==> src/inc/ptc_pkg.sv <==
// ptc_pkg: constants, register layout and carrier types for the phy
// general control and 10base-t status/control register block.
// assumes a 40 MHz aclk and an 8-bit axi4-lite byte address.
package ptc_pkg;

  localparam int ADDR_W = 8;
  localparam int DATA_W = 32;

  // register indices; byte address is four times the index
  localparam logic [5:0] PS_IDX = 6'h10;
  localparam logic [5:0] GC_IDX = 6'h19;
  localparam logic [5:0] TS_IDX = 6'h1A;

  // general control bits
  localparam int GC_AUTO = 15;
  localparam int GC_FORCE = 14;
  localparam int GC_PRX = 13;
  localparam int GC_PTX = 12;
  localparam int GC_LINK = 11;
  localparam int GC_BYP = 7;
  localparam int GC_LED = 5;
  localparam int GC_ADDR_LSB = 0;

  // 10base-t status/control bits
  localparam int TS_RXTH = 13;
  localparam int TS_SQ_LSB = 9;
  localparam int TS_NLP = 7;
  localparam int TS_POL = 4;
  localparam int TS_JAB = 0;

  // phy status register polarity mirror
  localparam int PS_POL = 12;

  localparam logic [3:0] SQ_RST = 4'h0;
  localparam logic [4:0] ADDR_RST = 5'h01;
  localparam logic AUTO_RST = 1'b1;
  localparam logic [1:0] RESP_OK = 2'h0;
  localparam logic [1:0] RESP_SLVERR = 2'h2;

  // led timing
  localparam int CLK_KHZ = 40000;
  localparam int LED_STRETCH_MS = 50;
  localparam int LED_BLINK_MS = 100;

  typedef struct packed {
    logic auto_mdix;
    logic led_mode_select;
    logic [4:0] addr;
  } ptc_strap_t;

  typedef struct packed {
    logic asym_dir;
    logic pause;
  } ptc_pause_adv_t;

  typedef struct packed {
    logic link_up;
    logic an_done;
    logic speed100;
    logic full_dup;
    logic pol_inv;
    logic activity;
  } ptc_link_stat_t;

  typedef struct packed {
    logic mdix_auto_en;
    logic mdix_force;
    logic rx_thresh_low;
    logic [3:0] squelch;
    logic nlp_disable;
    logic jabber_active;
  } ptc_cfg_t;

endpackage

==> src/rtl/ptc_regs.sv <==
// ptc_regs: general control and 10base-t status/control registers
// behind an axi4-lite slave, with the phy status polarity mirror.
// assumes link status and advertisement bits come from logic on aclk;
// strap pins are asynchronous and are synchronised here.
//
// Functional notes
// - auto crossover enable steers crossover; default from strap, nominally one.
// - forced crossover swaps transmit and receive pairs when set.
// - pause receive status from pause resolution, only when full duplex.
// - pause transmit status from pause resolution, only when full duplex.
// - link status bit is one only for autonegotiated 100 full duplex.
// - reserved bits ignore writes and read as zero.
// - led stretch bypass makes led follow raw indication.
// - station address is read-only, latched from strap, default one.
// - receiver threshold bit selects lower 10base-t threshold.
// - four-bit squelch field, 50 mV steps, reset selects 200 mV.
// - link pulse disable bit stops normal link pulses.
// - polarity bit shows inverted polarity, mirrored in phy status.
// - reading 10base-t register clears both polarity bits; status read not.
// - jabber disable bit, effective only in 10base-t operation.
`timescale 1ns/10ps
module ptc_regs
  import ptc_pkg::*;
#(
  parameter int TICK_CYC = CLK_KHZ
)
(
  input wire logic aclk,
  input wire logic aresetn,
  input wire logic [ADDR_W-1:0] awaddr,
  input wire logic awvalid,
  output logic awready,
  input wire logic [DATA_W-1:0] wdata,
  input wire logic [3:0] wstrb,
  input wire logic wvalid,
  output logic wready,
  output logic [1:0] bresp,
  output logic bvalid,
  input wire logic bready,
  input wire logic [ADDR_W-1:0] araddr,
  input wire logic arvalid,
  output logic arready,
  output logic [DATA_W-1:0] rdata,
  output logic [1:0] rresp,
  output logic rvalid,
  input wire logic rready,
  input wire ptc_strap_t strap_i,
  input wire ptc_pause_adv_t local_adv_i,
  input wire ptc_pause_adv_t partner_adv_i,
  input wire ptc_link_stat_t stat_i,
  output ptc_cfg_t cfg_o,
  output logic pause_rx_o,
  output logic pause_tx_o,
  output logic link_indicator_output
);
  localparam logic [ADDR_W-1:0] PS_ADDR = {PS_IDX, 2'b00};
  localparam logic [ADDR_W-1:0] GC_ADDR = {GC_IDX, 2'b00};
  localparam logic [ADDR_W-1:0] TS_ADDR = {TS_IDX, 2'b00};

  ptc_strap_t strap_m_q;
  ptc_strap_t strap_s_q;
  logic strap_done_q;
  logic auto_q;
  logic force_q;
  logic byp_q;
  logic led_q;
  logic [4:0] addr_q;
  logic rxth_q;
  logic [3:0] sq_q;
  logic nlp_q;
  logic jab_q;
  logic pol_q;
  logic prx_q;
  logic ptx_q;
  logic link_q;
  logic jab_act_q;
  logic aw_held_q;
  logic w_held_q;
  logic [ADDR_W-1:0] awaddr_q;
  logic [DATA_W-1:0] wdata_q;
  logic [3:0] wstrb_q;
  logic wr_en;
  logic rd_en;
  logic rd_ts;
  logic [15:0] gc_rd;
  logic [15:0] ts_rd;
  logic [15:0] ps_rd;
  logic res_both;
  logic res_tx;
  logic res_rx;

  // strap pins are asynchronous: two flops before use
  always_ff @(posedge aclk)
  begin
    strap_m_q <= strap_i;
    strap_s_q <= strap_m_q;
  end

  always_ff @(posedge aclk)
  begin
    if (!aresetn)
      strap_done_q <= 1'b0;
    else
      strap_done_q <= 1'b1;
  end

  // axi write channels taken independently, write when both held
  assign awready = !aw_held_q && !bvalid;
  assign wready = !w_held_q && !bvalid;
  assign wr_en = aw_held_q && w_held_q && !bvalid;

  always_ff @(posedge aclk)
  begin
    if (!aresetn)
    begin
      aw_held_q <= 1'b0;
      awaddr_q <= '0;
    end
    else if (awvalid && awready)
    begin
      aw_held_q <= 1'b1;
      awaddr_q <= awaddr;
    end
    else if (wr_en)
      aw_held_q <= 1'b0;
  end

  always_ff @(posedge aclk)
  begin
    if (!aresetn)
    begin
      w_held_q <= 1'b0;
      wdata_q <= '0;
      wstrb_q <= 4'h0;
    end
    else if (wvalid && wready)
    begin
      w_held_q <= 1'b1;
      wdata_q <= wdata;
      wstrb_q <= wstrb;
    end
    else if (wr_en)
      w_held_q <= 1'b0;
  end

  always_ff @(posedge aclk)
  begin
    if (!aresetn)
    begin
      bvalid <= 1'b0;
      bresp <= RESP_OK;
    end
    else if (wr_en)
    begin
      bvalid <= 1'b1;
      bresp <= (awaddr_q == GC_ADDR || awaddr_q == TS_ADDR ||
                awaddr_q == PS_ADDR) ? RESP_OK : RESP_SLVERR;
    end
    else if (bready)
      bvalid <= 1'b0;
  end

  // general control: only writable bits stored, addr is read-only
  always_ff @(posedge aclk)
  begin
    if (!aresetn)
    begin
      auto_q <= AUTO_RST;
      force_q <= 1'b0;
      byp_q <= 1'b0;
      led_q <= 1'b0;
      addr_q <= ADDR_RST;
    end
    else if (!strap_done_q)
    begin
      auto_q <= strap_s_q.auto_mdix;
      led_q <= strap_s_q.led_mode_select;
      addr_q <= strap_s_q.addr;
    end
    else if (wr_en && awaddr_q == GC_ADDR)
    begin
      if (wstrb_q[1])
      begin
        auto_q <= wdata_q[GC_AUTO];
        force_q <= wdata_q[GC_FORCE];
      end
      if (wstrb_q[0])
      begin
        byp_q <= wdata_q[GC_BYP];
        led_q <= wdata_q[GC_LED];
      end
    end
  end

  always_ff @(posedge aclk)
  begin
    if (!aresetn)
    begin
      rxth_q <= 1'b0;
      sq_q <= SQ_RST;
      nlp_q <= 1'b0;
      jab_q <= 1'b0;
    end
    else if (wr_en && awaddr_q == TS_ADDR)
    begin
      if (wstrb_q[1])
      begin
        rxth_q <= wdata_q[TS_RXTH];
        sq_q <= wdata_q[TS_SQ_LSB +: 4];
      end
      if (wstrb_q[0])
      begin
        nlp_q <= wdata_q[TS_NLP];
        jab_q <= wdata_q[TS_JAB];
      end
    end
  end

  // pause resolution from the local and partner pause/asym bits
  assign res_both = local_adv_i.pause && partner_adv_i.pause;
  assign res_tx = res_both || (!local_adv_i.pause && local_adv_i.asym_dir &&
                  partner_adv_i.pause && partner_adv_i.asym_dir);
  assign res_rx = res_both || (local_adv_i.pause && local_adv_i.asym_dir &&
                  !partner_adv_i.pause && partner_adv_i.asym_dir);

  always_ff @(posedge aclk)
  begin
    if (!aresetn)
    begin
      prx_q <= 1'b0;
      ptx_q <= 1'b0;
      link_q <= 1'b0;
      jab_act_q <= 1'b0;
    end
    else
    begin
      prx_q <= res_rx && stat_i.an_done && stat_i.full_dup;
      ptx_q <= res_tx && stat_i.an_done && stat_i.full_dup;
      link_q <= stat_i.link_up && stat_i.an_done && stat_i.speed100 &&
                stat_i.full_dup;
      jab_act_q <= !jab_q && !stat_i.speed100;
    end
  end

  // polarity flag: detection wins over the clear by a read
  assign rd_en = arvalid && arready;
  assign rd_ts = rd_en && araddr == TS_ADDR;

  always_ff @(posedge aclk)
  begin
    if (!aresetn)
      pol_q <= 1'b0;
    else if (stat_i.pol_inv)
      pol_q <= 1'b1;
    else if (rd_ts)
      pol_q <= 1'b0;
  end

  // read views; reserved bits are zero by construction
  always_comb
  begin
    gc_rd = 16'h0;
    gc_rd[GC_AUTO] = auto_q;
    gc_rd[GC_FORCE] = force_q;
    gc_rd[GC_PRX] = prx_q;
    gc_rd[GC_PTX] = ptx_q;
    gc_rd[GC_LINK] = link_q;
    gc_rd[GC_BYP] = byp_q;
    gc_rd[GC_LED] = led_q;
    gc_rd[GC_ADDR_LSB +: 5] = addr_q;
    ts_rd = 16'h0;
    ts_rd[TS_RXTH] = rxth_q;
    ts_rd[TS_SQ_LSB +: 4] = sq_q;
    ts_rd[TS_NLP] = nlp_q;
    ts_rd[TS_POL] = pol_q;
    ts_rd[TS_JAB] = jab_q;
    ps_rd = 16'h0;
    ps_rd[PS_POL] = pol_q;
  end

  assign arready = !rvalid;

  always_ff @(posedge aclk)
  begin
    if (!aresetn)
    begin
      rvalid <= 1'b0;
      rdata <= '0;
      rresp <= RESP_OK;
    end
    else if (rd_en)
    begin
      rvalid <= 1'b1;
      rresp <= RESP_OK;
      case (araddr)
        GC_ADDR: rdata <= {16'h0, gc_rd};
        TS_ADDR: rdata <= {16'h0, ts_rd};
        PS_ADDR: rdata <= {16'h0, ps_rd};
        default:
        begin
          rdata <= '0;
          rresp <= RESP_SLVERR;
        end
      endcase
    end
    else if (rready)
      rvalid <= 1'b0;
  end

  assign cfg_o.mdix_auto_en = auto_q;
  assign cfg_o.mdix_force = force_q;
  assign cfg_o.rx_thresh_low = rxth_q;
  assign cfg_o.squelch = sq_q;
  assign cfg_o.nlp_disable = nlp_q;
  assign cfg_o.jabber_active = jab_act_q;
  assign pause_rx_o = prx_q;
  assign pause_tx_o = ptx_q;

  ptc_led #(.TICK_CYC(TICK_CYC)) u_led
  (
    .aclk(aclk),
    .aresetn(aresetn),
    .link_i(stat_i.link_up),
    .act_i(stat_i.activity),
    .bypass_i(byp_q),
    .led_mode_select_i(led_q),
    .led_o(link_indicator_output)
  );
endmodule // ptc_regs

==> src/rtl/ptc_led.sv <==
// ptc_link_indicator_output indicator driver with activity stretch and blink.
// assumes link and activity levels come from logic on aclk.
`timescale 1ns/10ps
module ptc_led
  import ptc_pkg::*;
#(
  parameter int TICK_CYC = CLK_KHZ
)
(
  input wire logic aclk,
  input wire logic aresetn,
  input wire logic link_i,
  input wire logic act_i,
  input wire logic bypass_i,
  input wire logic led_mode_select_i,
  output logic led_o
);
  logic [31:0] div_q;
  logic tick;
  logic [7:0] str_q;
  logic [7:0] blk_q;
  logic phase_q;
  logic act_s;

  // one pulse per millisecond keeps the stretch counters small
  assign tick = (div_q == 32'(TICK_CYC - 1));

  always_ff @(posedge aclk)
  begin
    if (!aresetn || tick)
      div_q <= 32'h0;
    else
      div_q <= div_q + 32'h1;
  end

  always_ff @(posedge aclk)
  begin
    if (!aresetn)
      str_q <= 8'h0;
    else if (act_i)
      str_q <= 8'(LED_STRETCH_MS);
    else if (tick && str_q != 8'h0)
      str_q <= str_q - 8'h1;
  end

  always_ff @(posedge aclk)
  begin
    if (!aresetn)
    begin
      blk_q <= 8'h0;
      phase_q <= 1'b1;
    end
    else if (!act_s)
    begin
      blk_q <= 8'h0;
      phase_q <= 1'b1;
    end
    else if (tick)
    begin
      if (blk_q == 8'(LED_BLINK_MS - 1))
      begin
        blk_q <= 8'h0;
        phase_q <= ~phase_q;
      end
      else
        blk_q <= blk_q + 8'h1;
    end
  end

  // bypass shows the raw activity level with no stretching
  assign act_s = bypass_i ? act_i : (act_i || str_q != 8'h0);

  always_ff @(posedge aclk)
  begin
    if (!aresetn)
      led_o <= 1'b0;
    else if (led_mode_select_i)
      led_o <= link_i;
    else
      led_o <= link_i && (bypass_i ? !act_s : (!act_s || phase_q));
  end
endmodule // ptc_led

==> config.mk <==
export PLATFORM = sky130hd
export DESIGN_NAME = ptc_regs
export DESIGN_NICKNAME = d
export VERILOG_FILES = /design/src/inc/ptc_pkg.sv /design/src/rtl/ptc_regs.sv /design/src/rtl/ptc_led.sv
export SDC_FILE = /design/constraint.sdc
export NUM_CORES = 1
export LEC_CHECK = 0
export BUFFER_PORTS_ARGS = -buffer_cell sky130_fd_sc_hd__buf_4
export CAP_MARGIN = 20
export CORE_MARGIN = 4
export CORE_UTILIZATION = 35
export DETAILED_ROUTE_END_ITERATION = 12
export PLACE_DENSITY = 0.61
export SKIP_CTS_REPAIR_TIMING = 1
export SYNTH_ARGS = -nofsm -noshare
export SYNTH_HDL_FRONTEND = slang
export SYNTH_HIERARCHICAL = 1
export SYNTH_SLANG_ARGS = --single-unit
==> constraint.sdc <==
create_clock -name aclk -period 4.8 [get_ports aclk]
set_clock_uncertainty 0.15 [all_clocks]
set_input_delay 0.24 -clock aclk [delete_from_list [all_inputs] [get_ports aclk]]
set_output_delay 0.24 -clock aclk [all_outputs]
set_load 0.02 [all_outputs]
### After elaboration in Yosys (flattened, before gate mapping)

Index checks and enable logic that the tools add are counted.

* bits in registers: 152
* bits of input ports: 76
* output and inout port bits: 53
* word-level logic and storage cells: 139

* $add $sub $neg: 3
* equal/unequal tests: 11
* mux-type cells: 25
* bitwise gates (word level): 2
* reduce and logical (&&, ||, !) cells: 61

Operator list (count)
* $eq A8 B7 Y1 const B: 7
* $pmux W16 S3: 1
* $add A32 B1 Y32 const B: 1
* $eq A32 B16 Y1 const B: 1
* $logic_and A1 B1 Y1: 27
* $mux W1: 19
* $mux W6: 2
* $reduce_and A2 Y1: 6
* $reduce_bool A2 Y1: 6
* $logic_not A1 Y1: 10
* $add A8 B1 Y8 const B: 1
* $mux W8: 1
* $reduce_bool A8 Y1: 1
* $sub A8 B1 Y8 const B: 1
* $logic_or A1 B1 Y1: 7
* $ne A2 B1 Y1 const B: 3
* $reduce_and A3 Y1: 2
* $mux W2: 2
* $reduce_or A3 Y1: 1
* $not A1 Y1: 2
* $reduce_or A2 Y1: 1

### Longest topological paths before layout

Gate-level depths: netlist of the first run.

* depth after elaboration: 8
* mapped depth: 8
* depth with buffers taken out: 7

### Cells and area by module

The synthesis of the first run kept the hierarchy.

Modules (own cells, without submodules)
* ptc_regs: times used 1, cells each 306, area each 3022.9 um^2
* ptc_led: times used 1, cells each 285, area each 2498.6 um^2

### Worst setup path before layout of the first run

OpenSTA, ideal clock, no wires.

* path kind: register -> register
* start: register u_led.div_q[14]
* end: register u_led.div_q[31]
* setup time: 0.066 ns
* arrival: 1.895 ns
* data required time: 4.584 ns
* path slack: 2.689 ns
* cell stages (with the launch flop): 8
* path buffers: 2
* period minus slack after synthesis: 2.111 ns
* cell sequence: dfxtp_1 > buf_4 > nand4_1 > or3_1 > buf_6 > or3_4 > or3_1 > a21oi_2

* longest elaborated chain between the ends: 2
* elaborated cells between the ends (all ways): 3
* classes of those cells: add/sub (1); eq/ne (1); reduce/logical (1)

Ends and longest elaborated chain
* start, declared: line ptc_led.sv:18 `logic [31:0] div_q;`
* start signal, assigned: line ptc_led.sv:33 `div_q <= div_q + 32'h1;`
* parallel branches: the longest is 2 deep, another holds $add A32 B1 Y32

Several ways; the timed one is not identified.
A chain may end at the register's enable or synchronous reset.

### Worst setup path after layout of the first run

* start: register u_led.div_q[0]
* end: register u_led.phase_q

* longest elaborated chain between the ends: 2

Ends and longest elaborated chain
* $eq A32 B16 Y1: line ptc_led.sv:26 `assign tick = (div_q == 32'(TICK_CYC - 1));`
* $reduce_and A2 Y1 (no source line)
* end signal, assigned: line ptc_led.sv:63 `phase_q <= ~phase_q;`
* end, declared: line ptc_led.sv:22 `logic phase_q;`

Every way passes these cells.

==> flow_summary.yaml, run 1 <==
placed_design:
  gp_congestion: 0.819
  place_hpwl_um: 8920
  port-buffer-count: 84
  place_ws_ns: 1.69
timing:
  fin_crit_sh_pct: 56.9
  setup_ws_ns: 2.07
  hold_violations: 0
  maxSlewViolCount: 0
  max_freq_mhz: 366
  tightest_slew_ns: 1.10
  relSlewSlack_pct: 26.3
  rsz0062_at_grt: "false"
  fin_tns_setup_ns: 0
  setup_viol_count_final: 0
  layout_min_cycle_time_ns: 2.73
clocking:
  max-clock-path-buffers: 2
  htree_levels: 4
  cts_sinks: 126
  cts_buffers: 17
  cts_root_buf: "clkbuf_16"
  cts_tree: "done"
  clk-insertion-delay-late_ns: 0.41
  path_clk_slew_ns: 0.05
critical_path:
  critical-path-max-stage-delay_ns: 0.65
  crit_required_ns: 4.93
  cp_top_family: "simple AND/OR/NAND/NOR gates"
  endpoint_kind: "register"
  crit_chain: "ha_1, nand3_1, or3_4, o21ai_0, or3b_2"
  critPathSlowestCell: "or3_4"
  worst_setup_path_start_kind: "register"
  critPathMaxFanout: 14
  path_buf_inv: 0
  criticalPathCategory: "reg -> reg"
  crit_arrival_ns: 2.86
yosys:
  synth_edf_count: 0
  yosysWarningCount: 6
  synth_compound_area_share_pct: 11.9
  synth_flop_cell: "dfxtp_1"
  syn_area_sq_um: 5520
  async_flop_share_pct: 0
  synthAdderAreaFrac_pct: 0.906
  synth_xor_area_share_pct: 5.55
  synth_simple_gate_area_share_pct: 26.6
  synth_top_area_share_pct: 45.7
  netlist_instances: 591
  synthTopCellsByArea: "dfxtp_1 46%, nand2_1 4.2%, xnor2_1 3.8%, buf_4 3.7%, a21boi_0 3.4%"
  ys_ff_latch: 126
  ys_types: 59
  synth.area.mux_share_pct: 2.54
  avgSynthCellArea_sq_um: 9.34
  synth_top_family_by_area: "simple AND/OR/NAND/NOR gates"
  yosys.area.top_type: "dfxtp_1"
  yosysSeqAreaShare_pct: 45.7
pwr:
  clockPowerShare_pct: 50.3
  leakage_nw: 2.76
  p_per_area_nw_per_um2: 362
  ir_worst_vdd_mv: 0.252
  p_sw_share_pct: 21.4
  p_comb_share_pct: 7.3
  switching_power_w: 0.000557
  p_int_w: 0.00204
  power_frac_seq_pct: 42.4
hold_path:
  min_path_type: "in -> reg"
floorplan:
  die-area_sq_um: 17800
  ios: 129
  rows: 45
  start_util_pct: 36.1
  core_sq_um: 15300
  die_w_um: 134
  die_y_um: 134
route:
  route.detailed.drc: 0
  drtPass1Iterations: 4
  ant_nets: 0
  vias: 4562
  wirelength_um: 13000
  drt-vias-per-instance: 4.93
  routedWlPerCell_um: 14.0
  drt_iter0_markers: 176
job:
  cap_violations: 0
layout:
  layout-drive-gt1-share_pct: 18.8
  synthToLayoutAreaGrowth_pct: 30.3
  fin_nets: 783
  antennaDiodeCount: 0
  num-fill-cells: 1465
grt:
  gr-total-overflow: 0
  track_usage_pct: 14.3
  grt_pass1_wl_um: 20500
  grt_antenna_before_repair: 0
  grt_pass1_vias: 4221
  grt_max_degree: 65
outcome:
  outcome: "finished, final reports clean"
-- registers in the layout, indices dropped and copies added (netlist names), 2 cells and up --
register,cells
u_led/blk_q,8
u_led/str_q,8
u_led/div_q,32
strap_s_q,7
wdata_q,10
addr_q,5
wstrb_q,2
awaddr_q,8
sq_q,4
strap_m_q,7
rdata,14
-- kinds of logic (layout without fill, tap and decap cells) --
family | count (synthesis) | after routing
fa+ha+maj | 4 | 4
simple gates | 254 | 254
xor+xnor | 35 | 35
mux | 14 | 14
buf+inv | 66 | 170
flops | 126 | 126
compound gates | 91 | 91
other cells | 1 | 20
-- layout make-up --
type,instances,area (sq um),area share [%]
Multi-Input combinational cell,418,2700,37.5
Sequential cell,126,2520,35.1
Inverter,15,56.3,0.783
Timing Repair Buffer,125,1060,14.7
Clock buffer,22,454,6.32
Tap cell,211,264,3.67
Clock inverter,8,140,1.95
-- synthesized netlist by cell type (all sizes together) (15+ instances only) --
cell type	count
buf	32
nor2b	21
nand2	62
nand3	20
nor4	28
inv	15
xnor2	24
nor2	45
dfxtp	126
a21boi	25
clkbuf	19
a21oi	16
-- stage by stage --
stage	instance area, sq um	util [%]	hold slack (ns)	total power, W	instances
finish	7190	47.0	0.0633	0.00260	925
global placement	6170	40.3	0.163	0.00128	854
floorplan	5590	-	0.118	0.00123	610
detailed placement	6170	40.3	0.163	0.00128	854
global route	7190	47.0	0.0551	0.00269	925
CTS	6760	44.2	-0.243	0.00260	884
-- worst reg2reg max path: stages (launching register included) --
cell,delay [ns]
dfxtp_1,0.40
ha_1,0.28
nand3_1,0.49
or3_4,0.66
o21ai_0,0.18
or3b_2,0.45
-- power groups by stage --
| stage | Combinational, W | Sequential, W | Clock [W] |
|---|---|---|---|
| 6_report | 0.000189 | 0.00110 | 0.00131 |
| 2_1_floorplan | 0.000113 | 0.00112 | 0 |
| 5_1_grt | 0.000207 | 0.00111 | 0.00137 |
| 4_1_cts | 0.000160 | 0.00110 | 0.00133 |
| 3_3_place_gp | 0.000157 | 0.00112 | 0 |
| 3_5_place_dp | 0.000160 | 0.00112 | 0 |
-- worst paths after layout --
check | from | endpoint | slack, ns | depth (start not counted)
min | araddr[5] | rdata[12]$_SDFFE_PN0P_ | 0.06 | 3
max reg2reg | u_led/div_q[0]$_SDFF_PP0_ | u_led/phase_q$_SDFFE_PN1P_ | 2.07 | 5
min reg2reg | strap_m_q[5]$_DFF_P_ | strap_s_q[5]$_DFF_P_ | 0.18 | 0
max | u_led/div_q[0]$_SDFF_PP0_ | u_led/phase_q$_SDFFE_PN1P_ | 2.07 | 5
-- routing by layer --
layer / vias up / track usage [%] / part of all wire, %
li1: 2269 / - / -
met1: 2162 / 17.9 / 45
met2: 107 / 22.8 / 49
met3: 24 / 4.12 / 4.3
met4: 0 / 6.34 / 2.4
met5: - / 0 / 0
-- placed cells by master (no fill, tap or decap), types with 17 or more instances in the layout --
| cell | instances |
|---|---|
| nor4_1 | 20 |
| nor2_1 | 45 |
| conb_1 | 20 |
| clkbuf_16 | 17 |
| xnor2_1 | 24 |
| nand3_1 | 20 |
| dfxtp_1 | 126 |
| nand2_1 | 62 |
| nor2b_1 | 21 |
| buf_4 | 84 |
| a21boi_0 | 25 |
| dlygate4sd3_1 | 40 |
No activity file was read; power rests on OpenSTA's default activity.
==> inputs of run 2 (changes only) <==
PLACE_DENSITY = 0.63   (was 0.61)
clock period = 2.3 ns   (was 4.8 ns; I/O delays follow)
==> run 2 against run 1 <==
  * Worst setup slack got worse by 1.9 ns
  * Via count increased by 2.6%
  * Sequential cell count unchanged
  * First-iteration DRC count increased by 20%
  * Sequential power increased by 110%
  * Register-to-register slack got worse by 1.9 ns
  * Combinational power increased by 120%
  * Global-route usage decreased by 0.29 points
  * Worst hold slack got worse by 0.042 ns
  * Non-clock buffer count increased by 24
  * Largest power group unchanged
==> flow_summary.yaml, run 2 (synthesis results as in run 1) <==
timing:
  layout_min_cycle_time_ns: 2.16
  tightest_slew_ns: 0.998
  rsz0062_at_grt: "false"
  hold_violations: 0
  fin_crit_sh_pct: 94.1
  hold_slack_ns: 0.0208
  maxSlewViolCount: 0
  max_freq_mhz: 462
  relSlewSlack_pct: 33.3
  fin_tns_setup_ns: 0
  setup_viol_count_final: 0
clocking:
  max-clock-path-buffers: 2
  cts_sinks: 126
  htree_levels: 4
  cts_tree: "done"
  cts_buffers: 17
  path_clk_slew_ns: 0.05
  cts_root_buf: "clkbuf_16"
  clk-insertion-delay-late_ns: 0.41
critical_path:
  critPathMaxFanout: 8
  worst_setup_path_start_kind: "register"
  crit_chain: "nor4_2, nand4_2, or3_4, o21ai_0, or3b_2"
  endpoint_kind: "register"
  critical-path-max-stage-delay_ns: 0.45
  critPathSlowestCell: "or3b_2"
  crit_arrival_ns: 2.30
  crit_required_ns: 2.43
  criticalPathCategory: "reg -> reg"
pwr:
  ir_worst_vdd_mv: 0.588
  switching_power_w: 0.00120
  p_sw_share_pct: 22.5
  power_frac_seq_pct: 43.2
  p_int_w: 0.00412
  leakage_nw: 2.88
  p_comb_share_pct: 7.7
  clockPowerShare_pct: 49.1
  p_per_area_nw_per_um2: 720
  power_w: 0.00532
grt:
  grt_pass1_wl_um: 20300
  grt_pass1_vias: 4253
  track_usage_pct: 14.0
  grt_antenna_before_repair: 0
  grt_max_degree: 43
  gr-total-overflow: 0
floorplan:
  start_util_pct: 36.1
  rows: 45
  die-area_sq_um: 17800
  ios: 129
  die_w_um: 134
  core_sq_um: 15300
  die_y_um: 134
route:
  routedWlPerCell_um: 13.9
  drtPass1Iterations: 4
  wl_met1_um: 5960
  topRoutingLayerUsed: "met4"
  ant_nets: 0
  wirelength_um: 13300
  drt-vias-per-instance: 4.92
  wl_met3_um: 589
  drt_iter0_markers: 211
  route.detailed.drc: 0
  met2_length_um: 6420
  vias: 4682
layout:
  mostFrequentLayoutCells: "125 x dfxtp_1, 103 x buf_4, 62 x nand2_1"
  reg_top3: "u_led/div_q: 32 flops, rdata: 14 flops, wdata_q: 10 flops"
  final_cell_area_sq_um: 7390
  top_register: "u_led/div_q"
  fin_nets: 807
  antennaDiodeCount: 0
  largest_reg_flops: 32
  layout_commonest_cell: "dfxtp_1"
  layout-drive-gt1-share_pct: 21.9
  synthToLayoutAreaGrowth_pct: 33.9
  num-fill-cells: 1403
outcome:
  outcome: "finished, final reports clean"
placed_design:
  port-buffer-count: 84
  postPlaceCellArea_sq_um: 6320
  place_hpwl_um: 9110
  gp_congestion: 0.816
hold_path:
  min_path_type: "in -> reg"
job:
  cap_violations: 0
## run 2: power by group through the flow
stage / sequential (W) / clock [W] / combinational [W]
floorplan: 0.00233 / 0 / 0.000236
CTS: 0.00230 / 0.00267 / 0.000346
finish: 0.00230 / 0.00261 / 0.000409
detailed placement: 0.00235 / 0 / 0.000345
global placement: 0.00234 / 0 / 0.000337
global route: 0.00231 / 0.00276 / 0.000445
## run 2: metal layers
layer	GRT usage [%]	vias to the layer above
li1	-	2323
met1	17.2	2212
met4	6.46	0
met3	3.97	23
met5	0	-
met2	22.6	124
## run 2: cell type report
| class | instances | area (sq um) | area share (%) |
|---|---|---|---|
| Clock buffer | 21 | 470 | 6.37 |
| Clock inverter | 11 | 115 | 1.56 |
| Inverter | 15 | 56.3 | 0.762 |
| Multi-Input combinational cell | 418 | 2720 | 36.8 |
| Sequential cell | 126 | 2520 | 34.1 |
| Tap cell | 211 | 264 | 3.57 |
| Timing Repair Buffer | 149 | 1240 | 16.8 |
## run 2: through the flow
step / std cells / setup WS [ns] / util, %
floorplan: 610 / 0.189 / -
global placement: 873 / 0.113 / 41.3
detailed placement: 873 / 0.0832 / 41.3
CTS: 905 / 0.0611 / 45.1
global route: 951 / 0.0104 / 48.3
finish: 951 / 0.136 / 48.3
## run 2: worst paths after layout
check	slack [ns]	cells after the start	from	to
worst min-delay path	0.02	4	araddr[1]	rresp[1]$_SDFFE_PN0P_
worst max register to register	0.14	5	u_led/div_q[22]$_SDFF_PP0_	u_led/phase_q$_SDFFE_PN1P_
worst min register to register	0.17	0	strap_m_q[3]$_DFF_P_	strap_s_q[3]$_DFF_P_
worst max-delay path	0.14	5	u_led/div_q[22]$_SDFF_PP0_	u_led/phase_q$_SDFFE_PN1P_
## run 2: worst max-delay path, delay by kind of cell (launching register included)
family / cells / cell delay (ns)
AOI/OAI and AO/OA: 1 / 0.17
and+or+nand+nor: 4 / 1.39
DFF: 1 / 0.34
